**config.mk**
```make
export PLATFORM = sky130hd
export DESIGN_NAME = ccm_channel
export DESIGN_NICKNAME = d
export VERILOG_FILES = /design/src/ccm_channel.v
export VERILOG_INCLUDE_DIRS = /design/src
export SDC_FILE = /design/constraint.sdc
export NUM_CORES = 1
export LEC_CHECK = 0
export BUFFER_PORTS_ARGS = -buffer_cell sky130_fd_sc_hd__buf_2
export CORE_ASPECT_RATIO = 1.1
export CORE_UTILIZATION = 39
export DETAILED_ROUTE_END_ITERATION = 7
export HOLD_SLACK_MARGIN = 0.08
export PLACE_DENSITY = 0.67
export REMOVE_ABC_BUFFERS = 1
export SYNTH_ARGS = -nofsm -noshare
export SYNTH_HDL_FRONTEND = slang
export SYNTH_SLANG_ARGS = --single-unit
```
**constraint.sdc**
```tcl
create_clock -name i_core_clk -period 3.5 [get_ports i_core_clk]
set_clock_uncertainty 0.1 [all_clocks]
set_input_delay 0.175 -clock i_core_clk [delete_from_list [all_inputs] [get_ports i_core_clk]]
set_output_delay 0.175 -clock i_core_clk [all_outputs]
set_load 0.05 [all_outputs]
```
**src/ccm_regs.vh**
```
// register map, field layout, mode codes and parameters for the capture/compare/pwm channel
//
// Function
// - mode 0000 switches channel off and clears its pin, prescaler and pwm state; event flag and capture value hold.
// - mode 0010 toggles the output pin on each compare match.
// - mode 0100 captures on falling edges, 0101 on rising edges.
// - mode 0110 captures every fourth rising edge, 0111 every sixteenth.
// - mode 1000 drives pin high on match and sets event flag.
// - mode 1001 drives pin low on match and sets event flag.
// - mode 1010 sets event flag on match only, pin unchanged.
// - mode 1011 sets flag, pin unchanged, resets the assigned timer.
// - fifth channel only: special event trigger also sets converter-on.
// - mode codes 11xx select pwm; output config decides pin usage.
// - duty value is duty high byte then two duty low bits.
// - compare uses output a; capture releases a, and b, c, d are released to port.
// - half-bridge pwm: config 0x modulates a only, 1x a and b.
// - full-bridge config 00 modulates a only; b, c, d port pins.
// - full-bridge config 01 forward: d modulated, a active, b c inactive.
// - full-bridge config 10 modulates a and b; c, d port pins.
// - full-bridge config 11 reverse: b modulated, c active, a d inactive.
// - low mode bits set polarity of a/c pair and b/d pair, one active-low.
// - timer select: 00 first pair, 01 second, 10 third, 11 reserved.
`ifndef CCM_REGS_VH
`define CCM_REGS_VH

// ----------------------------------------------------------------------------
// register addresses
// ----------------------------------------------------------------------------
`define CCM_ADDR_MODE_CTRL 4'h0
`define CCM_ADDR_DUTY_HIGH 4'h1
`define CCM_ADDR_TIMER_SEL 4'h2
`define CCM_ADDR_STATUS 4'h3
`define CCM_ADDR_CAPTURE 4'h4
`define CCM_ADDR_COMPARE 4'h5

// ----------------------------------------------------------------------------
// field positions
// ----------------------------------------------------------------------------
`define CCM_MODE_HI 3
`define CCM_MODE_LO 0
`define CCM_DUTY_LO_HI 5
`define CCM_DUTY_LO_LO 4
`define CCM_OCFG_HI 7
`define CCM_OCFG_LO 6
`define CCM_STAT_FLAG 0
`define CCM_STAT_CONV 1

// ----------------------------------------------------------------------------
// mode codes
// ----------------------------------------------------------------------------
`define CCM_M_OFF 4'h0
`define CCM_M_TOGGLE 4'h2
`define CCM_M_CAP_FALL 4'h4
`define CCM_M_CAP_RISE 4'h5
`define CCM_M_CAP_R4 4'h6
`define CCM_M_CAP_R16 4'h7
`define CCM_M_CMP_SET 4'h8
`define CCM_M_CMP_CLR 4'h9
`define CCM_M_CMP_SWI 4'ha
`define CCM_M_CMP_SPEC 4'hb
`define CCM_PWM_SEL 2'h3

// ----------------------------------------------------------------------------
// output configurations, timer pairs, reset values
// ----------------------------------------------------------------------------
`define CCM_OC_SINGLE 2'h0
`define CCM_OC_FWD 2'h1
`define CCM_OC_HALF 2'h2
`define CCM_OC_REV 2'h3
`define CCM_TSEL_RSVD 2'h3
`define CCM_RST_BYTE 8'h00
`define CCM_RST_WORD 16'h0000
`define CCM_PRESC4_LAST 4'h3
`define CCM_PRESC16_LAST 4'hf

`endif

```
**src/ccm_channel.v**
```verilog
// capture/compare/pwm channel with mode select and enhanced output steering
`timescale 1ns/1ns
`include "ccm_regs.vh"

module ccm_channel #(
    parameter TIMER_W = 16,
    parameter FULL_BRIDGE = 1,
    parameter IS_FIFTH = 0
) (
    input wire i_core_clk,
    input wire i_rst,
    input wire [3:0] i_addr,
    input wire [7:0] i_wdata,
    input wire i_wr,
    input wire i_rd,
    output reg [7:0] o_rdata,
    input wire [TIMER_W-1:0] i_timer_p1,
    input wire [TIMER_W-1:0] i_timer_p2,
    input wire [TIMER_W-1:0] i_timer_p3,
    input wire [9:0] i_pwm_count,
    input wire i_pwm_period_start,
    input wire i_capture_pin,
    input wire [3:0] i_port_out,
    output reg o_pwm_out_a,
    output reg o_pwm_out_b,
    output reg o_pwm_out_c,
    output reg o_pwm_out_d,
    output reg [3:0] o_pin_oe,
    output reg o_channel_event_flag,
    output reg [2:0] o_assigned_timer_reset,
    output reg o_converter_on
);

    // ------------------------------------------------------------------------
    // registers
    // ------------------------------------------------------------------------
    reg [7:0] ctrl_q;
    reg [7:0] duty_high_byte_q;
    reg [1:0] timer_pair_select_q;
    reg [TIMER_W-1:0] compare_q;
    reg [TIMER_W-1:0] capture_q;
    reg flag_q;
    reg conv_q;
    reg cmp_pin_q;
    reg [2:0] cap_sync_q;
    reg cap_prev_q;
    reg [3:0] presc_q;
    reg [9:0] duty_act_q;
    reg pwm_level_q;
    reg match_prev_q;

    wire [3:0] channel_mode_select = ctrl_q[`CCM_MODE_HI:`CCM_MODE_LO];
    wire [1:0] duty_low_bits = ctrl_q[`CCM_DUTY_LO_HI:`CCM_DUTY_LO_LO];
    wire [1:0] output_config_select = ctrl_q[`CCM_OCFG_HI:`CCM_OCFG_LO];
    wire pwm_mode = (channel_mode_select[3:2] == `CCM_PWM_SEL);
    wire is_cmp = (channel_mode_select == `CCM_M_TOGGLE) || channel_mode_select[3:2] == 2'h2;

    function [TIMER_W-1:0] pick_timer;
        input [1:0] sel;
        input [TIMER_W-1:0] t1;
        input [TIMER_W-1:0] t2;
        input [TIMER_W-1:0] t3;
        begin
            case (sel)
                2'h0: pick_timer = t1;
                2'h1: pick_timer = t2;
                2'h2: pick_timer = t3;
                default: pick_timer = t1;
            endcase
        end
    endfunction

    wire [TIMER_W-1:0] assigned_timer = pick_timer(timer_pair_select_q, i_timer_p1, i_timer_p2, i_timer_p3);
    wire match_now = is_cmp && (assigned_timer == compare_q);
    // only the first cycle of a match counts, since the timer may hold its value
    wire match_ev = match_now && !match_prev_q;

    // ------------------------------------------------------------------------
    // capture edge detect; sync stage 0 is seen only by stage 1
    // ------------------------------------------------------------------------
    wire cap_level = cap_sync_q[1] == cap_sync_q[2] ? cap_sync_q[2] : cap_prev_q;
    wire rise_ev = cap_level && !cap_prev_q;
    wire fall_ev = !cap_level && cap_prev_q;
    reg cap_take;

    always @* begin
        case (channel_mode_select)
            `CCM_M_CAP_FALL: cap_take = fall_ev;
            `CCM_M_CAP_RISE: cap_take = rise_ev;
            `CCM_M_CAP_R4: cap_take = rise_ev && presc_q == `CCM_PRESC4_LAST;
            `CCM_M_CAP_R16: cap_take = rise_ev && presc_q == `CCM_PRESC16_LAST;
            default: cap_take = 1'b0;
        endcase
    end

    wire flag_set = cap_take || (match_ev && channel_mode_select[3]);
    wire flag_clr = i_wr && i_addr == `CCM_ADDR_STATUS && i_wdata[`CCM_STAT_FLAG];
    wire conv_clr = i_wr && i_addr == `CCM_ADDR_STATUS && i_wdata[`CCM_STAT_CONV];
    wire spec_ev = match_ev && channel_mode_select == `CCM_M_CMP_SPEC;

    // ------------------------------------------------------------------------
    // register writes and channel state
    // ------------------------------------------------------------------------
    always @(posedge i_core_clk) begin
        if (i_rst) begin
            ctrl_q <= `CCM_RST_BYTE;
            duty_high_byte_q <= `CCM_RST_BYTE;
            timer_pair_select_q <= 2'h0;
            compare_q <= {TIMER_W{1'b0}};
            capture_q <= {TIMER_W{1'b0}};
            flag_q <= 1'b0;
            conv_q <= 1'b0;
            cmp_pin_q <= 1'b0;
            cap_sync_q <= 3'h0;
            cap_prev_q <= 1'b0;
            presc_q <= 4'h0;
            duty_act_q <= 10'h000;
            pwm_level_q <= 1'b0;
            match_prev_q <= 1'b0;
        end else begin
            cap_sync_q <= {cap_sync_q[1:0], i_capture_pin};
            cap_prev_q <= cap_level;
            match_prev_q <= match_now;
            if (i_wr && i_addr == `CCM_ADDR_MODE_CTRL) begin
                ctrl_q <= i_wdata;
            end
            if (i_wr && i_addr == `CCM_ADDR_DUTY_HIGH) begin
                duty_high_byte_q <= i_wdata;
            end
            if (i_wr && i_addr == `CCM_ADDR_TIMER_SEL && i_wdata[1:0] != `CCM_TSEL_RSVD) begin
                timer_pair_select_q <= i_wdata[1:0];
            end
            if (i_wr && i_addr == `CCM_ADDR_COMPARE) begin
                compare_q <= {{(TIMER_W-8){1'b0}}, i_wdata};
            end
            // hardware set wins over a software clear in the same cycle
            if (flag_set) begin
                flag_q <= 1'b1;
            end else if (flag_clr) begin
                flag_q <= 1'b0;
            end
            if (IS_FIFTH != 0 && spec_ev) begin
                conv_q <= 1'b1;
            end else if (conv_clr) begin
                conv_q <= 1'b0;
            end
            if (channel_mode_select == `CCM_M_OFF) begin
                cmp_pin_q <= 1'b0;
                presc_q <= 4'h0;
                duty_act_q <= 10'h000;
                pwm_level_q <= 1'b0;
            end else begin
                if (match_ev) begin
                    case (channel_mode_select)
                        `CCM_M_TOGGLE: cmp_pin_q <= !cmp_pin_q;
                        `CCM_M_CMP_SET: cmp_pin_q <= 1'b1;
                        `CCM_M_CMP_CLR: cmp_pin_q <= 1'b0;
                        default: cmp_pin_q <= cmp_pin_q;
                    endcase
                end
                if (rise_ev) begin
                    presc_q <= (channel_mode_select == `CCM_M_CAP_R4 && presc_q == `CCM_PRESC4_LAST) ? 4'h0
                        : presc_q + 4'h1;
                end
                if (cap_take) begin
                    capture_q <= assigned_timer;
                end
                // duty reloads at period start so a period is never torn
                if (i_pwm_period_start) begin
                    duty_act_q <= {duty_high_byte_q, duty_low_bits};
                    pwm_level_q <= pwm_mode && {duty_high_byte_q, duty_low_bits} != 10'h000;
                end else if (i_pwm_count >= duty_act_q) begin
                    pwm_level_q <= 1'b0;
                end
            end
        end
    end

    // ------------------------------------------------------------------------
    // output steering; outputs registered
    // ------------------------------------------------------------------------
    reg [3:0] act;
    reg [3:0] use_pin;
    wire pol_ac = channel_mode_select[1];
    wire pol_bd = channel_mode_select[0];

    always @* begin
        act = 4'h0;
        use_pin = 4'h0;
        if (pwm_mode) begin
            if (!FULL_BRIDGE) begin
                if (!output_config_select[1]) begin
                    act = {3'h0, pwm_level_q};
                    use_pin = 4'h1;
                end else begin
                    act = {2'h0, !pwm_level_q, pwm_level_q};
                    use_pin = 4'h3;
                end
            end else begin
                case (output_config_select)
                    `CCM_OC_SINGLE: begin
                        act = {3'h0, pwm_level_q};
                        use_pin = 4'h1;
                    end
                    `CCM_OC_FWD: begin
                        act = {pwm_level_q, 3'h1};
                        use_pin = 4'hf;
                    end
                    `CCM_OC_HALF: begin
                        act = {2'h0, !pwm_level_q, pwm_level_q};
                        use_pin = 4'h3;
                    end
                    default: begin
                        act = {2'h1, pwm_level_q, 1'b0};
                        use_pin = 4'hf;
                    end
                endcase
            end
        end else if (channel_mode_select != `CCM_M_OFF) begin
            act = {3'h0, cmp_pin_q};
            use_pin = {3'h0, is_cmp};
        end
    end

    always @(posedge i_core_clk) begin
        if (i_rst) begin
            o_pwm_out_a <= 1'b0;
            o_pwm_out_b <= 1'b0;
            o_pwm_out_c <= 1'b0;
            o_pwm_out_d <= 1'b0;
            o_pin_oe <= 4'h0;
            o_channel_event_flag <= 1'b0;
            o_assigned_timer_reset <= 3'h0;
            o_converter_on <= 1'b0;
            o_rdata <= `CCM_RST_BYTE;
        end else begin
            o_pwm_out_a <= use_pin[0] ? (pwm_mode ? act[0] ^ pol_ac : act[0]) : i_port_out[0];
            o_pwm_out_b <= use_pin[1] ? act[1] ^ pol_bd : i_port_out[1];
            o_pwm_out_c <= use_pin[2] ? act[2] ^ pol_ac : i_port_out[2];
            o_pwm_out_d <= use_pin[3] ? act[3] ^ pol_bd : i_port_out[3];
            o_pin_oe <= use_pin;
            o_channel_event_flag <= flag_q;
            o_assigned_timer_reset <= spec_ev ? (3'h1 << timer_pair_select_q) : 3'h0;
            o_converter_on <= conv_q;
            o_rdata <= `CCM_RST_BYTE;
            if (i_rd) begin
                case (i_addr)
                    `CCM_ADDR_MODE_CTRL: o_rdata <= ctrl_q;
                    `CCM_ADDR_DUTY_HIGH: o_rdata <= duty_high_byte_q;
                    `CCM_ADDR_TIMER_SEL: o_rdata <= {6'h00, timer_pair_select_q};
                    `CCM_ADDR_STATUS: o_rdata <= {6'h00, conv_q, flag_q};
                    `CCM_ADDR_CAPTURE: o_rdata <= capture_q[7:0];
                    `CCM_ADDR_COMPARE: o_rdata <= compare_q[7:0];
                    default: o_rdata <= `CCM_RST_BYTE;
                endcase
            end
        end
    end

endmodule

```
# == Word-level counts from Yosys, hierarchy flattened ==
# Index checks and enable logic that the tools add are counted.
# word_totals
reg_bits,76
inputBits,80
wordCells,113
# op_classes
addsub,1
magnitude_cmp,1
n_eq_ne,24
shifts,1
muxes,21
bitwise,7
n_reduce_logical,37
# ops
operator,count
one-hot mux 8 bit (6 select lines),1
one-hot mux 16 bit (2 select lines),1
equality test 4 x 3 -> 1 bit (second input constant),6
logical AND 1 bit,17
equality test 16 x 8 -> 1 bit,1
equality test 4 x 2 -> 1 bit (second input constant),4
equality test 4 bit (second input constant),4
two-way mux 1 bit,12
two-way mux 4 bit,3
one-hot mux 4 bit (3 select lines),1
>= comparator 10 bit,1
nonzero test 10 bit,1
equality test 2 bit (second input constant),4
logical NOT 4 bit,2
one-hot mux 4 bit (2 select lines),1
OR reduction 2 bit,3
logical NOT 1 bit,5
adder 4 x 1 -> 4 bit (second input constant),1
equality test 2 x 1 -> 1 bit (second input constant),2
equality test 4 x 1 -> 1 bit (second input constant),1
one-hot mux 1 bit (4 select lines),1
AND reduction 2 bit,2
nonzero test 2 bit,2
nonzero test 4 bit,1
other kinds (9),15

# == Longest topological paths before layout ==
# Gate-level depths: netlist of the first run.
# depth
depth_word,8
depth_mapped,11

# == Worst setup path after synthesis of the first run ==
# OpenSTA, ideal clock, no wires.
# synth_timing
kind,register -> register
start,register timer_pair_select_q[0]
end,register cmp_pin_q
arrival_time_ns,2.417
required_time_ns,3.282
path_slack_ns,0.866
stages_incl_launch_ff,11
path_cell_list,dfxtp_1 inv_1 ha_1 buf_6 buf_6 o21ai_0 xnor2_1 nand2_1 or3_4 o41a_1 o2111a_1
# synth_via
elab_chain_cells,6
elab_cells_between_ends,7
cone_classes,eq/ne (3); mux (1); reduce/logical (3)
# synth_rtl
item,line,text
from (decl),ccm_channel.v:39,reg [1:0] timer_pair_select_q;
from (signal assigned),ccm_channel.v:131,timer_pair_select_q <= i_wdata[1:0];
equality test 2 bit / equality test 2 x 1 -> 1 bit (equally long branches),ccm_channel.v:64,case (sel)
one-hot mux 16 bit (2 select lines) (*),ccm_channel.v:64,
equality test 16 x 8 -> 1 bit (*),ccm_channel.v:74,wire match_now = is_cmp && (assigned_timer == compare_q);
logical AND 1 bit (*),ccm_channel.v:74,
logical AND 1 bit (*),ccm_channel.v:76,wire match_ev = match_now && !match_prev_q;
AND reduction 2 bit (no line) (*),n/a,
to (signal assigned),ccm_channel.v:155,`CCM_M_TOGGLE: cmp_pin_q <= !cmp_pin_q;
to (signal assigned),ccm_channel.v:158,default: cmp_pin_q <= cmp_pin_q;
to (decl),ccm_channel.v:44,reg cmp_pin_q;
# Every way passes the cells marked *; elsewhere a longest branch is shown, timed or not.
# A chain may end at the register's enable or synchronous reset.

# == Worst setup path in the final report of the first run ==
# layout_timing
start,register timer_pair_select_q[0]
end,register o_assigned_timer_reset[1]
# layout_via
elab_chain_cells,8
elab_cells_between_ends,10
cone_classes,eq/ne (3); shift (1); mux (1); bitwise (1); reduce/logical (4)
# layout_rtl
item,line,text
equality test 2 bit / equality test 2 x 1 -> 1 bit (equally long branches),ccm_channel.v:64,
one-hot mux 16 bit (2 select lines),ccm_channel.v:64,
equality test 16 x 8 -> 1 bit,ccm_channel.v:74,
logical AND 1 bit,ccm_channel.v:74,
logical AND 1 bit,ccm_channel.v:76,
logical AND 1 bit (no line),n/a,
NOT 1 bit (no line),n/a,
OR reduction 2 bit (no line),n/a,
to (signal assigned),ccm_channel.v:243,o_assigned_timer_reset <= spec_ev ? (3'h1 << timer_pair_select_q) : 3'h0;
to (decl),ccm_channel.v:30,"output reg [2:0] o_assigned_timer_reset,"
# Several ways; a longest one is shown, not always the timed one.

==> flow_metrics.py, run 1 <==
metrics = {
    "clock_network": {
        "tritoncts": "built",
        "worst_setup_hold_path_clk_slew_ps": 80,
        "clk_latency_ps": 340,
        "ctsResizeCount": 0,
        "clockBufferDepth": 2,
        "cts_root_buffer": "clkbuf_8",
        "cts.sinks": 75,
        "cts_made_buffers": 9,
        "htreeDepth": 3,
    },
    "setup_path": {
        "critPathArrivalTime_ps": 3210,
        "cp-start-kind": "flip-flop",
        "path_delay_family": "simple AND/OR/NAND/NOR gates",
        "cp-end-kind": "flip-flop",
        "crit_fanout": 18,
        "crit_path_cell_trace": "inv_1 > ha_1 > nand2_1 > o21ai_1 > xnor2_1 > o2111ai_1 > or3_4 > or4_4 > nor3_1",
        "critPathMaxStageDelay_ps": 620,
        "crit_path_top_delay_cell": "ha_1",
        "crit_type": "reg2reg",
        "path_buf_inv": 1,
        "cp.required_ps": 3650,
    },
    "grt": {
        "grt_max_degree": 52,
        "overflow": 0,
        "grt_pass1_wl_mm": 14.9,
        "gr-usage-all-layers_pct": 19.3,
        "grt_pass1_vias": 3098,
        "antenna_found_initial": 0,
    },
    "outcome": {
        "status": "complete, no violations",
    },
    "power_and_ir_drop": {
        "p_sw_share_pct": 23.0,
        "total_power_mw": 1.76,
        "p_clk_share_pct": 41.3,
        "irDropWorstVdd_mv": 0.216,
        "p_int_mw": 1.36,
        "p_per_area_mw_per_mm2": 381,
        "p_leak_nw": 1.94,
        "pwr-share-comb_pct": 9.4,
        "p_seq_share_pct": 49.3,
        "netSwitchingPower_mw": 0.404,
    },
    "layout": {
        "antenna_cells": 0,
        "syn_to_final_growth_pct": 24.6,
        "drive_above_1_share_pct": 27.3,
        "final_nets": 595,
    },
    "floorplanning": {
        "core_mm2": 0.00905,
        "die_height_um": 104,
        "pin_count": 101,
        "row_count": 36,
        "die_area_mm2": 0.00989,
        "die_w_um": 94.9,
        "initial_utilization_pct": 40.9,
    },
    "logic_synthesis": {
        "async_flop_share_pct": 0,
        "syn-cell-area_mm2": 0.00370,
        "synth_edf_count": 0,
        "synth_common_cells": "dfxtp_1 (75), nor2_1 (64), mux2i_1 (44)",
        "synthTopCellsByArea": "dfxtp_1 (41%), mux2i_1 (12%), nor2_1 (6.5%), mux4_2 (4.9%), ha_1 (4.4%)",
        "synthCells": 396,
        "yosysWarnings": 0,
        "synth-seq-area-share_pct": 40.5,
        "synth_ff_type": "dfxtp_1",
        "synth_top_area_share_pct": 40.5,
        "avgSynthCellArea_um2": 9.35,
        "synth.most_common_cell": "dfxtp_1",
        "synth_seq_cells": 75,
        "yosys.area.top_type": "dfxtp_1",
        "ys_types": 52,
    },
    "flow_run": {
        "max_cap_viol_count": 0,
    },
    "routing": {
        "dr.pass1.iters": 4,
        "drt-total-wl_mm": 8.89,
        "ant_nets": 0,
        "viasPerCell": 5.12,
        "wl_per_cell_um": 14.3,
        "first_iter_violations": 151,
        "drcViolationCount": 0,
        "num_vias": 3176,
    },
    "timing": {
        "worst_pin_slew_ps": 926,
        "rsz0062_at_grt": "no",
        "final.period_utilization_pct": 87.4,
        "setup_viol": 0,
        "period_needed_ps": 3060,
        "relSlewSlack_pct": 38.3,
        "hold_violations": 0,
        "drv_slew": 0,
        "fmax_ghz": 0.327,
        "finalSetupTns_ps": 0,
    },
    "place": {
        "placement.io_buffers": 99,
        "place_congestion": 0.845,
        "dp_hpwl_mm": 6.69,
    },
    "worst_hold_path": {
        "hold_class": "in2reg",
    },
}
==> power by group through the flow <==
stage,Sequential (mW),Combinational [mW],Clock [mW]
final,0.868,0.166,0.727
after global routing,0.869,0.184,0.772
after CTS,0.868,0.167,0.735
after detailed placement,0.888,0.153,0
after global placement,0.888,0.151,0
after floorplan,0.895,0.0612,0
==> sequential cells by signal, indices dropped and copies added (netlist names) <==
register                flops
ctrl_q                      8
duty_high_byte_q            8
duty_act_q                 10
timer_pair_select_q         2
match_prev_q                1
flag_q                      1
capture_q                   8
cmp_pin_q                   1
cap_sync_q                  3
o_pwm_out_a                 1
o_pwm_out_b                 1
o_pwm_out_c                 1
presc_q                     4
o_assigned_timer_reset      3
pwm_level_q                 1
o_channel_event_flag        1
o_pin_oe                    3
o_pwm_out_d                 1
compare_q                   8
cap_prev_q                  1
o_rdata                     8
==> cell families (layout without fill, tap and decap cells) <==
group           Yosys count  in the layout  synth area share, %
xor+xnor                 14             14                 3.51
flops                    75             75                 40.5
mux                      52             52                 16.8
simple gates            144            144                 19.1
buf+inv                  42            152                 5.34
other cells               1              1                0.101
compound gates           55             55                 10.3
fa+ha+maj                13             13                 4.39
==> layer usage <==
layer	up-vias	wire (µm)	part of all wire [%]	GRT usage (%)
li1	1599	-	-	-
met3	11	371	4.2	2.85
met4	0	173	1.9	8.12
met2	89	4190	47	30.7
met1	1477	4160	47	25.6
met5	-	0	0	0
==> worst paths after layout <==
path / start / endpoint / slack [ps] / depth (start not counted)
max: timer_pair_select_q[0]$_SDFFE_PP0P_ / o_assigned_timer_reset[1]$_SDFF_PP0_ / 440 / 9
min: i_addr[1] / o_rdata[0]$_SDFF_PP0_ / 120 / 3
max reg2reg: timer_pair_select_q[0]$_SDFFE_PP0P_ / o_assigned_timer_reset[1]$_SDFF_PP0_ / 440 / 9
min reg2reg: cap_sync_q[0]$_SDFF_PP0_ / cap_sync_q[1]$_SDFF_PP0_ / 340 / 1
==> metrics by stage <==
stage / setup slack [ps] / utilization (%) / instance area (µm²) / cells / hold slack [ps]
2_1_floorplan: 833 / - / 3580 / 373 / 144
3_3_place_gp: 643 / 46.7 / 4230 / 588 / 296
3_5_place_dp: 447 / 46.7 / 4230 / 588 / 307
4_1_cts: 435 / 51.0 / 4620 / 620 / 95.9
5_1_grt: 96.8 / 51.0 / 4620 / 620 / 163
6_report: 443 / 51.0 / 4620 / 620 / 118
==> layout make-up <==
class	instances	area, µm²
Sequential cell	75	1500
Clock buffer	10	138
Multi-Input combinational cell	279	2000
Fill cell	852	4440
Tap cell	114	143
Timing Repair Buffer	118	681
Clock inverter	5	77.6
Inverter	19	71.3
==> layout by cell type, fill, tap and decap left out, types with 2 or more instances in the layout <==
master,count
a21oi_1,11
mux2i_1,44
a21o_1,4
xor2_1,3
bufinv_16,2
o21ai_0,10
nor4_2,2
nor3b_1,2
buf_2,99
clkbuf_8,10
and2_1,2
nand4_1,4
nand2_1,22
a211oi_1,2
dfxtp_1,75
nor2_1,64
nand3b_1,2
nand2b_1,3
nor4_1,10
nor3_1,6
nand3_1,4
ha_1,13
nor2b_1,14
o21ai_1,4
or2_2,2
a221oi_1,2
xnor2_1,10
a22oi_2,3
dlygate4sd3_1,17
clkinv_2,2
buf_4,2
mux4_2,8
a31oi_1,3
o21ai_2,2
a22oi_1,6
or4_1,2
inv_1,18
==> timing repair <==
item,in CTS,in global routing
hold endpoints to repair,32,0
buffers inserted,0,0
hold buffers,17,0
endpoints found under the setup margin,0,0
==> worst register-to-register path, cell delays in order (launching register included) <==
cell and delay [ps]:
dfxtp_1 430, inv_1 80, ha_1 620, nand2_1 110, o21ai_1 150, xnor2_1 140, o2111ai_1 150, or3_4 460
or4_4 510, nor3_1 210
No activity file was read; power rests on OpenSTA's default activity.
==> inputs of run 2 (changes only) <==
PLACE_DENSITY = 0.7   (was 0.67)
clock period = 2.7 ns   (was 3.5 ns; I/O delays follow)
==> flow_metrics.py, run 2 (synthesis gave the netlist of run 1 again) <==
metrics = {
    "outcome": {
        "status": "complete, no violations",
    },
    "routing": {
        "viasPerCell": 5.13,
        "drcViolationCount": 0,
        "wl_per_cell_um": 14.8,
        "dr.pass1.iters": 4,
        "first_iter_violations": 147,
        "ant_nets": 0,
        "num_vias": 3244,
        "drt-total-wl_mm": 9.33,
    },
    "setup_path": {
        "path_buf_inv": 2,
        "critical_path_depth": 9,
        "cp.required_ps": 2880,
        "r2r_cells": 9,
        "critPathMaxStageDelay_ps": 520,
        "crit_fanout": 16,
        "path_delay_family": "simple AND/OR/NAND/NOR gates",
        "crit_path_cell_trace": "inv_1 > ha_4 > buf_4 > o21ai_2 > xnor2_1 > o2111ai_1 > or3_4 > or4_4 > nor3_1",
        "crit_type": "reg2reg",
        "crit_path_top_delay_cell": "or4_4",
        "critPathArrivalTime_ps": 2760,
        "cp-end-kind": "flip-flop",
        "cp-start-kind": "flip-flop",
    },
    "floorplanning": {
        "core_mm2": 0.00905,
        "pin_count": 101,
        "row_count": 36,
        "die_height_um": 104,
        "die_w_um": 94.9,
        "initial_utilization_pct": 40.9,
        "die_area_mm2": 0.00989,
    },
    "layout": {
        "final_cell_mix": "buf_2 (99), dfxtp_1 (74), nor2_1 (64), mux2i_1 (44), nand2_1 (22)",
        "final_nets": 606,
        "design_area_mm2": 0.00473,
        "drive_above_1_share_pct": 29.7,
        "final_cell_count_no_fill": 632,
        "regMostFlops": "duty_act_q",
        "post-route-util_pct": 52.3,
        "antenna_cells": 0,
        "fillers": 821,
        "syn_to_final_growth_pct": 27.8,
        "final_common_cell": "buf_2",
        "largest_register_ffs": 10,
    },
    "flow_run": {
        "max_cap_viol_count": 0,
    },
    "timing": {
        "setup_viol": 0,
        "fmax_ghz": 0.388,
        "worst_pin_slew_ps": 659,
        "relSlewSlack_pct": 55.9,
        "period_needed_ps": 2580,
        "hold_violations": 0,
        "fin_ws_ps": 121,
        "final.period_utilization_pct": 95.5,
        "drv_slew": 0,
    },
    "worst_hold_path": {
        "hold_class": "in2reg",
        "holdPathStages": 5,
    },
    "place": {
        "dpl.cell_count": 596,
        "place_area_mm2": 0.00429,
        "pre_cts_slack_ps": -103,
        "placement.io_buffers": 99,
        "place_congestion": 0.854,
        "dp_hpwl_mm": 7.14,
    },
    "power_and_ir_drop": {
        "irDropWorstVdd_mv": 0.250,
        "p_per_area_mw_per_mm2": 478,
        "p_leak_nw": 2.00,
        "total_power_mw": 2.26,
    },
    "clock_network": {
        "cts_root_buffer": "clkbuf_8",
        "cts_made_buffers": 9,
        "htreeDepth": 3,
        "worst_setup_hold_path_clk_slew_ps": 80,
        "clk_latency_ps": 360,
        "cts.sinks": 75,
        "clockBufferDepth": 2,
        "tritoncts": "built",
    },
    "grt": {
        "antenna_found_initial": 0,
        "grt_pass1_wl_mm": 15.9,
        "gr-usage-all-layers_pct": 20.8,
        "overflow": 0,
        "grt_max_degree": 29,
        "grt_pass1_vias": 3363,
    },
}
run 2: path summary, 6_finish.rpt:
kind,startpoint,endpoint,slack [ps]
max,timer_pair_select_q[0]$_SDFFE_PP0P_,o_assigned_timer_reset[1]$_SDFF_PP0_,120
min,i_timer_p1[4],capture_q[4]$_SDFFE_PP0P_,100
max reg2reg,timer_pair_select_q[0]$_SDFFE_PP0P_,o_assigned_timer_reset[1]$_SDFF_PP0_,120
min reg2reg,cap_sync_q[0]$_SDFF_PP0_,cap_sync_q[1]$_SDFF_PP0_,340
run 2: timing repair:
| item | in CTS | in global routing |
|---|---|---|
| pin swaps | 0 | 2 |
| hold buffers | 18 | 0 |
| endpoints found under the setup margin | 4 | 5 |
| hold endpoints to repair | 35 | 0 |
| buffers inserted | 0 | 2 |
| gates resized for setup | 2 | 7 |
run 2: tightest hold or removal path: cells and delay by family:
kind	cells	cell delay (ps)
buffers and inverters	1	80
AOI/OAI and AO/OA	1	80
and+or+nand+nor	2	140
muxes	1	70
run 2: per-stage QoR:
| stage | hold slack, ps | TNS, ps |
|---|---|---|
| CTS | 84.2 | 0 |
| floorplan | 104 | 0 |
| detailed placement | 261 | -319 |
| global placement | 256 | 0 |
| finish | 95.1 | 0 |
| global route | 108 | -39.4 |
run 2: report_power, final:
group          switching (mW)  internal, mW  leakage (nW)
combinational           0.115         0.113          1.28
sequential            0.00815          1.12         0.606
clock                   0.410         0.499         0.108
run 2: cell type report:
class	instances	area, µm²	share of cell area (%)
multi-input combinational	279	2040	43.1
timing repair buffer	129	766	16.2
sequential	75	1500	31.7
inverter	19	71.3	1.51
tap	114	143	3.01
clock inverter	4	47.5	1.00
clock buffer	12	165	3.49
run 2: routing by layer:
metal	vias to the layer above	share of wire, %	track usage, %
met3	17	6.1	5.26
met1	1494	42	24.7
met2	114	50	34.9
met5	-	0	0
li1	1619	-	-
met4	0	1.9	8.77
